`src/pfa_pkg.sv`:
```
// constants shared by the fault a override control block
// ------------------------------------------------------------------
// Operation
// - level bits 13..8 hold pair3 high/low, pair2 high/low, pair1 high/low.
// - on fault a pin goes active if its level bit is 1, else inactive.
// - mode bit 7 set selects cycle-by-cycle fault handling.
// - mode bit clear latches and holds controlled pins at their levels.
// - enable bits 2,1,0 put pairs 3,2,1 under fault control.
// - bits 15..14 and 6..3 read as zero and ignore writes.
// - reset clears all implemented bits, disabling fault control everywhere.
// - second instance has only pair 1; other pair bits have no effect.
// ------------------------------------------------------------------
package pfa_pkg;
    localparam logic [3:0]  FAULT_A_CONTROL_ADDR = 4'h0;
    localparam logic [3:0]  INT_STATUS_ADDR      = 4'h1;
    localparam logic [3:0]  INT_MASK_ADDR        = 4'h2;
    localparam logic [3:0]  LATCH_STATUS_ADDR    = 4'h3;
    localparam int          LEVEL_LSB            = 8;
    localparam int          MODE_BIT             = 7;
    localparam logic [15:0] CONTROL_WRITE_MASK   = 16'h3f87;
    localparam logic [15:0] CONTROL_RESET        = 16'h0000;
    localparam logic [1:0]  INT_RESET            = 2'h0;
    localparam int          NUM_PAIRS            = 3;
endpackage

```
`src/pfa_force_pair.sv`:
```
// one pin pair's forced-output logic
`timescale 1ns/1ps
module pfa_force_pair (
    input  wire logic core_clk,
    input  wire logic reset,
    input  wire logic fault_enable,
    input  wire logic high_level,
    input  wire logic low_level,
    input  wire logic fault_active,
    input  wire logic pwm_high,
    input  wire logic pwm_low,
    output logic      high_output,
    output logic      low_output
);
    logic next_high_output;
    logic next_low_output;

    // --------------------------------------
    // output mux
    // --------------------------------------
    always_comb begin
        next_high_output = pwm_high;
        next_low_output  = pwm_low;
        if (fault_enable && fault_active) begin
            next_high_output = high_level;
            next_low_output  = low_level;
        end
    end

    // registered so pins never glitch on a mux change
    always_ff @(posedge core_clk) begin
        if (reset) begin
            high_output <= 1'b0;
            low_output  <= 1'b0;
        end else begin
            high_output <= next_high_output;
            low_output  <= next_low_output;
        end
    end
endmodule

```
`src/pfa_fault_a_control.sv`:
```
// fault input a control register and forced-output logic
`timescale 1ns/1ps
module pfa_fault_a_control #(
    parameter int PAIRS_PRESENT = 3
) (
    input  wire logic        core_clk,
    input  wire logic        reset,
    input  wire logic [3:0]  reg_addr,
    input  wire logic [15:0] reg_wdata,
    input  wire logic        reg_write,
    input  wire logic        reg_read,
    output logic      [15:0] reg_rdata,
    input  wire logic        fault_a_in,
    input  wire logic        period_boundary,
    input  wire logic        latch_clear,
    input  wire logic [2:0]  pwm_high_in,
    input  wire logic [2:0]  pwm_low_in,
    output logic             pair1_high_output,
    output logic             pair1_low_output,
    output logic             pair2_high_output,
    output logic             pair2_low_output,
    output logic             pair3_high_output,
    output logic             pair3_low_output,
    output logic             fault_active,
    output logic             irq
);
    // --------------------------------------
    // register state
    // --------------------------------------
    logic [15:0] fault_a_control;
    logic [15:0] next_fault_a_control;
    logic [1:0]  int_status;
    logic [1:0]  next_int_status;
    logic [1:0]  int_mask;
    logic [1:0]  next_int_mask;
    logic [15:0] next_reg_rdata;
    logic        latched;
    logic        next_latched;
    logic        cbc_hold;
    logic        next_cbc_hold;
    logic        fault_d;
    logic        next_fault_d;
    logic        next_fault_active;
    logic [2:0]  enable_eff;
    logic [2:0]  high_lv;
    logic [2:0]  low_lv;
    logic [2:0]  hi_out;
    logic [2:0]  lo_out;
    logic        mode_cbc;
    logic        fault_rise;

    // absent pairs drop their enables so their bits do nothing
    function automatic logic [2:0] pair_mask(input int n);
        logic [2:0] m;
        m = 3'h0;
        for (int i = 0; i < 3; i++) begin
            if (i < n) begin
                m[i] = 1'b1;
            end
        end
        return m;
    endfunction

    assign mode_cbc   = fault_a_control[pfa_pkg::MODE_BIT];
    assign enable_eff = fault_a_control[2:0]
                      & pair_mask(PAIRS_PRESENT);
    assign fault_rise = fault_a_in && !fault_d;

    // level bit order: 13=p3h 12=p3l 11=p2h 10=p2l 9=p1h 8=p1l
    generate
        for (genvar g = 0; g < pfa_pkg::NUM_PAIRS; g++) begin : g_lv
            assign high_lv[g] =
                fault_a_control[pfa_pkg::LEVEL_LSB + 2*g + 1];
            assign low_lv[g]  =
                fault_a_control[pfa_pkg::LEVEL_LSB + 2*g];
            pfa_force_pair u_pair (
                .core_clk     (core_clk),
                .reset        (reset),
                .fault_enable (enable_eff[g]),
                .high_level   (high_lv[g]),
                .low_level    (low_lv[g]),
                .fault_active (fault_active),
                .pwm_high     (pwm_high_in[g]),
                .pwm_low      (pwm_low_in[g]),
                .high_output  (hi_out[g]),
                .low_output   (lo_out[g])
            );
        end
    endgenerate

    assign pair1_high_output = hi_out[0];
    assign pair1_low_output  = lo_out[0];
    assign pair2_high_output = hi_out[1];
    assign pair2_low_output  = lo_out[1];
    assign pair3_high_output = hi_out[2];
    assign pair3_low_output  = lo_out[2];
    assign irq = |(int_status & int_mask);

    // --------------------------------------
    // fault sequencing
    // --------------------------------------
    always_comb begin
        next_fault_d  = fault_a_in;
        next_latched  = latched;
        next_cbc_hold = cbc_hold;
        if (mode_cbc) begin
            next_latched = 1'b0;
            if (fault_a_in) begin
                next_cbc_hold = 1'b1;
            end else if (period_boundary) begin
                next_cbc_hold = 1'b0;
            end
        end else begin
            next_cbc_hold = 1'b0;
            // a still-present fault beats the clear
            if (fault_a_in) begin
                next_latched = 1'b1;
            end else if (latch_clear) begin
                next_latched = 1'b0;
            end
        end
        next_fault_active = next_latched || next_cbc_hold;
    end

    // --------------------------------------
    // register access
    // --------------------------------------
    always_comb begin
        next_fault_a_control = fault_a_control;
        next_int_mask        = int_mask;
        next_int_status      = int_status;
        next_reg_rdata       = 16'h0000;
        if (reg_write) begin
            unique case (reg_addr)
                pfa_pkg::FAULT_A_CONTROL_ADDR: begin
                    next_fault_a_control =
                        reg_wdata & pfa_pkg::CONTROL_WRITE_MASK;
                end
                pfa_pkg::INT_STATUS_ADDR: begin
                    next_int_status = int_status & ~reg_wdata[1:0];
                end
                pfa_pkg::INT_MASK_ADDR: begin
                    next_int_mask = reg_wdata[1:0];
                end
                default: begin
                end
            endcase
        end
        // set wins over a clear in the same cycle
        if (fault_rise) begin
            next_int_status[0] = 1'b1;
        end
        if (next_latched && !latched) begin
            next_int_status[1] = 1'b1;
        end
        if (reg_read) begin
            unique case (reg_addr)
                pfa_pkg::FAULT_A_CONTROL_ADDR: begin
                    next_reg_rdata = fault_a_control;
                end
                pfa_pkg::INT_STATUS_ADDR: begin
                    next_reg_rdata = {14'h0000, int_status};
                end
                pfa_pkg::INT_MASK_ADDR: begin
                    next_reg_rdata = {14'h0000, int_mask};
                end
                pfa_pkg::LATCH_STATUS_ADDR: begin
                    next_reg_rdata = {14'h0000, cbc_hold, latched};
                end
                default: begin
                    next_reg_rdata = 16'h0000;
                end
            endcase
        end
    end

    always_ff @(posedge core_clk) begin
        if (reset) begin
            fault_a_control <= pfa_pkg::CONTROL_RESET;
            int_status      <= pfa_pkg::INT_RESET;
            int_mask        <= pfa_pkg::INT_RESET;
            reg_rdata       <= 16'h0000;
            latched         <= 1'b0;
            cbc_hold        <= 1'b0;
            fault_d         <= 1'b0;
            fault_active    <= 1'b0;
        end else begin
            fault_a_control <= next_fault_a_control;
            int_status      <= next_int_status;
            int_mask        <= next_int_mask;
            reg_rdata       <= next_reg_rdata;
            latched         <= next_latched;
            cbc_hold        <= next_cbc_hold;
            fault_d         <= next_fault_d;
            fault_active    <= next_fault_active;
        end
    end
endmodule

```
`config.mk`:
```
export PLATFORM = sky130hd
export DESIGN_NAME = pfa_fault_a_control
export DESIGN_NICKNAME = d
export VERILOG_FILES = /design/src/pfa_pkg.sv /design/src/pfa_force_pair.sv /design/src/pfa_fault_a_control.sv
export SDC_FILE = /design/constraint.sdc
export NUM_CORES = 1
export LEC_CHECK = 0
export ABC_AREA = 0
export BUFFER_PORTS_ARGS = -buffer_cell sky130_fd_sc_hd__buf_2
export CAP_MARGIN = 10
export CORE_MARGIN = 3
export CORE_UTILIZATION = 46
export DETAILED_ROUTE_END_ITERATION = 10
export PLACE_DENSITY = 0.75
export SLEW_MARGIN = 10
export SYNTH_ARGS = -nofsm -noshare
export SYNTH_HDL_FRONTEND = slang
export SYNTH_SLANG_ARGS = --single-unit
```
`constraint.sdc`:
```
create_clock -name core_clk -period 1.3 [get_ports core_clk]
set_input_delay 0 -clock core_clk [delete_from_list [all_inputs] [get_ports core_clk]]
set_output_delay 0 -clock core_clk [all_outputs]
set_load 0.02 [all_outputs]
```
Word level (Yosys, flattened, before mapping)
Cells that the tools add are included.

Shift operators: 0. $add $sub $neg: 0. Reductions and logical operators: 19. Eq/ne operators: 3. Order comparisons: 0. Div/mod/pow operators: 0. Multiplexer cells: 17. Multiply operators: 0. Bitwise logic cells: 4.

Operator list (number): 14-bit one-hot mux with 4 select lines (1); 1-bit two-way mux (14); 4-bit by 2-bit equality test with 1-bit output, second input constant (2); 2-bit AND reduction (4); 2-bit nonzero test (4); 1-bit logical AND (5); 2-bit AND (2); 4-bit by 1-bit equality test with 1-bit output, second input constant (1); 4-bit zero test (1); 2-bit two-way mux (2); 2-bit OR reduction (2); 1-bit zero test (2); 2-bit inverter (1); 1-bit logical OR (1); 1-bit inverter (1).

Bits in latches: 0. Word-level logic and storage cells: 58. Memory bits (read-only): 0. Input port bits: 33. Register bits after elaboration: 40. Memories: 0. Bits in writable memories: 0. Output and inout bits: 24.

Depth between registers and ports, before layout
Gate-level depths: netlist of the first run.

Depth after elaboration: 6. Depth in mapped cells: 5. Gate-level depth less buffers: 3.

Hierarchy
From an unflattened synthesis of the first run, not the netlist that was laid out.

Cells, all modules: 130. Area total of the unflattened synthesis: 1340.0 um2.

Modules (own cells, without submodules): pfa_fault_a_control (instances 1, area an instance 1099.8 um2, cells each 106, seq. area each 560.5 um2); pfa_force_pair (instances 3, area an instance 80.1 um2, cells each 8, seq. area each 40.0 um2).

Worst setup path after synthesis of the first run
No wires, ideal clock.

Kind: input to register. Start: input reg_addr[3]. End: register int_mask[0]. Cell stages on the path: 3. Path slack: 270 ps. Arrival: 912 ps. Buffers on the path: 0. Data required time: 1182 ps. Setup time: 118 ps. Cell sequence: or3b_4 > or3b_4 > mux2i_1.

Longest elaborated chain between the ends: 2.

Ends and longest elaborated chain: from (decl) (RTL line pfa_fault_a_control.sv:8) `input wire logic [3:0] reg_addr,`; 4-bit by 2-bit equality test with 1-bit output (RTL line pfa_fault_a_control.sv:134) `unique case (reg_addr)`; 2-bit AND reduction (no line); to (signal assigned) (RTL line pfa_fault_a_control.sv:181) `int_mask <= pfa_pkg::INT_RESET;`; to (signal assigned) (RTL line pfa_fault_a_control.sv:190) `int_mask <= next_int_mask;`; to (decl) (RTL line pfa_fault_a_control.sv:34) `logic [1:0] int_mask;`.

No other way between the ends. A chain may end at the register's enable or synchronous reset.

Worst setup path in the final report of the first run
Start: register fault_active. End: output fault_active.

RTL lines: from (decl) (RTL line pfa_fault_a_control.sv:24) `output logic fault_active,`; from (signal assigned) (RTL line pfa_fault_a_control.sv:195) `fault_active <= next_fault_active;`.

No word-level cell between the ends.

==> results.toml, run 1 <==
[run_status]
status = "complete, no violations"

[clocking]
clk_latency_ns = 0.34
root_buffer = "clkbuf_4"
cts_tree = "yes"
htreeDepth = 2
cts_buffers = 5
ctsResizeCount = 0
clkTransAtPathRegs_ns = 0.10
clkSinkCount = 34
cts_buffer_depth = 2

[synthesis]
synth_cell_types = 23
seq_area_frac_synth_pct = 51.5
yosys-top-cells-area = "dfxtp_1, nand2_1, mux2i_1"
yosysTopAreaCell = "dfxtp_1"
syn_area_mm2 = 0.00132
syn-instance-count = 137
yosysTopAreaCellShare_pct = 51.5
synth_warnings = 0
synth-seq-cells = 34
syn_area_per_cell_um2 = 9.64

[final_layout]
nFillCells = 202
final_cell_mix = "buf_2, nand2_1, dfxtp_1"
multi_input_area_um2 = 566
drive_gt1_share_pct = 30.6
fin_nets = 238
synthToLayoutAreaGrowth_pct = 41.8
fin_cells = 236
layout.cells.most_common = "buf_2"
diodes = 0
final-seq-area_um2 = 681

[routing]
drt_iter0_drc = 22
wirelength_mm = 2.99
routed_via_density = 4.77
vias = 1125
remaining_drc_errors = 0
post_drt_wl_per_cell_um = 12.7
drt_first_pass_iters = 4
ant_nets = 0

[setup_path]
crit_path_start_kind = "flip-flop"
max_stage_delay_ns = 0.53
end_kind = "primary output"
cp.arrival_ns = 1.11
worstPathRequired_ns = 1.30
crit_fanout = 10
critPathSlowestCell = "dfxtp_1"
cp_cell_sequence = "buf_2"
critPathTopFamily = "flip-flops"
worstSetupPathType = "reg -> out"
cp.buffers_inverters = 1

[grt]
grt_pass1_vias = 1023
antenna_found_initial = 0
grt_use_total_pct = 17.4
busiest_layer = "met2"
grt_remaining_overflow = 0
grt_max_degree = 12
use_met2_pct = 32.3
met1_usage_pct = 17.4
grt_pass1_wl_mm = 4.41
grtUsageMet3_pct = 6.54

[pwr]
max-vdd-ir-drop_mv = 1.36
p_per_area_mw_per_mm2 = 1240
p_leak_nw = 0.868

[timing]
hold_viol = 0
final.period_utilization_pct = 85.3
skew_ns = 0.00756
setup_tns_ns = 0
setup_violations = 0
period_needed_ns = 1.11
fmax_mhz = 902
rsz0062_at_grt = "false"
maxSlewViolCount = 0

[place]
numPortBuffers = 44
dp.cells = 208
hpwl_mm = 2.09
gp_congestion = 0.745

[min_path]
hp-class = "in -> reg"

[floorplanning]
fp.coreArea_mm2 = 0.00261
start_util_pct = 50.6
die_w_um = 59.6
die_area_mm2 = 0.00355
rows = 18
ioPinCount = 57
die_h_um = 59.6

[flow_run]
drv_cap = 0
==> state kept, by name, indices dropped and copies added, names as in the netlist <==
| register | count |
|---|---|
| int_mask | 2 |
| reg_rdata | 10 |
| g_lv.u_pair.low_output | 3 |
| cbc_hold | 1 |
| fault_d | 1 |
| fault_active | 1 |
| latched | 1 |
| g_lv.u_pair.high_output | 3 |
| int_status | 2 |
| fault_a_control | 10 |
==> metrics by stage <==
stage	total power (W)	setup WS, ns	cell area [um^2]	hold slack (ns)	utilization (%)
floorplan	0.00123	0.270	1340	0.107	-
global placement	0.00128	0.126	1560	0.224	59.8
detailed placement	0.00129	0.0893	1560	0.235	59.8
CTS	0.00234	0.180	1870	0.0134	71.7
global route	0.00242	0.114	1870	0.0105	71.7
finish	0.00232	0.192	1870	0.0245	71.7
==> logic make-up after synthesis <==
family                 share of synthesized area (%)
other                                          0.284
multiplexers                                    12.5
buffers and inverters                           7.48
AND/OR/NAND/NOR                                 22.1
flip-flops                                      51.5
AO/OA/AOI/OAI                                   6.16
==> area by class of cell <==
type / count / area share, %
flip-flops and latches: 34 / 36.3
multi-input cells: 92 / 30.2
repair buffers: 68 / 24.7
clock inverters: 2 / 3.21
clock buffers: 6 / 2.74
well taps: 30 / 2.00
inverters: 4 / 0.802
==> Yosys cell counts <==
master,count
dfxtp_1,34
nand2_1,34
mux2i_1,12
and2_1,8
a21oi_1,7
buf_4,7
nand3_1,6
inv_1,4
o21ai_0,4
nor2b_1,3
clkbuf_1,2
mux4_2,2
nor2_1,2
o311ai_0,2
or3b_4,2
a22o_1,1
buf_2,1
clkbuf_2,1
clkbuf_8,1
conb_1,1
nor3_1,1
nor3_4,1
or4b_4,1
==> worst paths after layout <==
kind                                                 startpoint  slack [ns]  cells past startpoint                                    end
worst max-delay path                    fault_active$_SDFF_PP0_        0.19                      1                           fault_active
worst min-delay path                                      reset        0.02                      3  g_lv[2].u_pair.high_output$_SDFF_PP0_
worst max register to register  fault_a_control[0]$_SDFFE_PP0P_        0.24                      2                reg_rdata[0]$_SDFF_PP0_
worst min register to register               fault_d$_SDFF_PP0_        0.42                      1             int_status[0]$_SDFFE_PP0P_
==> timing repair <==
item                      CTS  global route
setup buffers               0             0
hold endpoints to repair   25             0
hold buffers               20             0
==> routing by layer <==
metal / vias up / part of all wire, %
li1: 578 / -
met1: 509 / 40
met2: 31 / 52
met3: 7 / 5.9
met4: 0 / 1.4
met5: - / 0
==> power breakdown <==
group          internal (W)  leakage [nW]  total (W)  switching (W)
combinational      0.000115         0.532   0.000226       0.000111
clock              0.000651        0.0585    0.00101       0.000357
sequential          0.00107         0.277    0.00109      0.0000185
No activity file was read; power rests on OpenSTA's default activity.
==> run 2: changes to the inputs <==
--- a/config.mk
+++ b/config.mk
@@ -9,9 +9,9 @@
 export BUFFER_PORTS_ARGS = -buffer_cell sky130_fd_sc_hd__buf_2
 export CAP_MARGIN = 10
 export CORE_MARGIN = 3
-export CORE_UTILIZATION = 46
+export CORE_UTILIZATION = 39
 export DETAILED_ROUTE_END_ITERATION = 10
-export PLACE_DENSITY = 0.75
+export PLACE_DENSITY = 0.65
 export SLEW_MARGIN = 10
 export SYNTH_ARGS = -nofsm -noshare
 export SYNTH_HDL_FRONTEND = slang
==> results.toml, run 2 (synthesized netlist as in run 1, its figures left out) <==
[final_layout]
diodes = 0
reg_top3 = "fault_a_control: 10 flops, reg_rdata: 10 flops"
final-seq-area_um2 = 681
multi_input_area_um2 = 566
fin_nets = 237
synthToLayoutAreaGrowth_pct = 38.9
layout.cells.most_common = "buf_2"
final_cell_mix = "buf_2, nand2_1, dfxtp_1"
drive_gt1_share_pct = 30.2
nFillCells = 313

[clocking]
cts_setup_buffers = 0
root_buffer = "clkbuf_4"
cts_tree = "yes"
cts_buffer_depth = 2
clkTransAtPathRegs_ns = 0.10
htreeDepth = 2
clkSinkCount = 34
cts_buffers = 5
clk_latency_ns = 0.33

[timing]
hold_viol = 0
rsz0062_at_grt = "false"
maxSlewViolCount = 0
fmax_mhz = 842
setup_tns_ns = 0
final.period_utilization_pct = 91.4
setup_violations = 0
period_needed_ns = 1.19
skew_ns = 0.00818

[setup_path]
cp.arrival_ns = 1.41
crit_fanout = 14
worstSetupPathType = "in -> reg"
r2r_slack_ns = 0.25
worstReg2RegStart = "fault_a_control[1]$_SDFFE_PP0P_"
reg2regPathDepth = 2
worstPathRequired_ns = 1.53
end_kind = "flip-flop"
crit_path_start_kind = "input port"
r2r_end = "reg_rdata[1]$_SDFF_PP0_"

[pwr]
power.total_w = 0.00190
p_leak_nw = 0.834
max-vdd-ir-drop_mv = 0.508
p_per_area_mw_per_mm2 = 1030

[place]
hpwl_mm = 2.00
gp_congestion = 0.893
numPortBuffers = 44

[grt]
grt_remaining_overflow = 0
grt_pass1_vias = 1058
grt_use_total_pct = 14.0
grt_max_degree = 15
grt_pass1_wl_mm = 4.49
antenna_found_initial = 0

[routing]
post_drt_wl_per_cell_um = 11.1
vias = 1114
routed_via_density = 4.47
drt_iter0_drc = 42
drt_first_pass_iters = 4
ant_nets = 0
remaining_drc_errors = 0
wirelength_mm = 2.76

[run_status]
status = "complete, no violations"

[floorplanning]
die_w_um = 64.2
ioPinCount = 57
die_h_um = 64.2
start_util_pct = 41.9
die_area_mm2 = 0.00412
fp.coreArea_mm2 = 0.00315
rows = 20

[min_path]
worstHoldStart = "latch_clear"
hp-class = "in -> reg"
worstHoldEndpoint = "latched$_SDFF_PP0_"
holdPathStages = 4

[flow_run]
drv_cap = 0
run 2: cell types whose count changed in the layout (fill, tap and decap cells not counted), sizes merged:
cell	change
clkinvlp	+1
bufinv	-2
buf	-1
clkbuf	+1
clkinv	+1
inv	-1
run 2: timing repair:
action                                  in CTS  in global routing
resized for setup                            0                  1
hold buffers                                21                  0
endpoints found under the setup margin       0                 10
endpoints found under the hold margin       25                  0
run 2: worst max-delay path, cell delays in order:
cell and delay, ns:
buf_2 0.09, dlygate4sd3_1 0.54, buf_4 0.17, clkinvlp_4 0.21, buf_4 0.24, nand2_1 0.08
mux2i_1 0.06
run 2: final cells by class:
cell class,instances,share of cell area (%)
timing repair buffer,67,24.8
multi-input combinational,92,30.8
sequential,34,37.1
clock buffer,7,3.00
inverter,4,1.02
clock inverter,1,0.273
tap,44,3.00
run 2: layer usage:
| layer | part of all wire [%] | up-vias | GRT usage (%) |
|---|---|---|---|
| li1 | - | 578 | - |
| met1 | 44 | 495 | 15.8 |
| met3 | 6.4 | 5 | 5.45 |
| met2 | 49 | 36 | 24.0 |
| met4 | 0.83 | 0 | 4.75 |
| met5 | 0 | - | 0 |
run 2: worst max path at each step:
| stage | from | cells after the start | endpoint |
|---|---|---|---|
| 6_report | reset | 7 | fault_a_control[10]$_SDFFE_PP0P_ |
| 5_1_grt | reset | 7 | fault_a_control[10]$_SDFFE_PP0P_ |
| 4_1_cts | reset | 7 | fault_a_control[12]$_SDFFE_PP0P_ |
| 3_5_place_dp | reg_addr[3] | 4 | reg_rdata[8]$_SDFF_PP0_ |
| 3_3_place_gp | reg_addr[3] | 4 | reg_rdata[8]$_SDFF_PP0_ |
| 2_1_floorplan | reg_addr[3] | 3 | int_mask[0]$_SDFFE_PP0P_ |
run 2: power by group:
part / switching (W) / leakage (nW) / internal, W / total, W
combinational: 0.000108 / 0.522 / 0.000113 / 0.000221
clock: 0.000328 / 0.0353 / 0.000262 / 0.000590
sequential: 0.0000187 / 0.277 / 0.00107 / 0.00109
total: 0.000455 / 0.834 / 0.00144 / 0.00190
run 2: per-stage QoR:
step	cells	worst slack, ns	instance area, um^2	hold slack, ns	util, %
after floorplan	142	0.270	1340	0.107	-
after global placement	221	0.120	1570	0.227	49.8
after detailed placement	221	0.0901	1570	0.236	49.8
after CTS	250	0.0106	1840	0.0658	58.4
after global routing	249	0.0180	1840	0.105	58.2
final	249	0.112	1840	0.0900	58.2
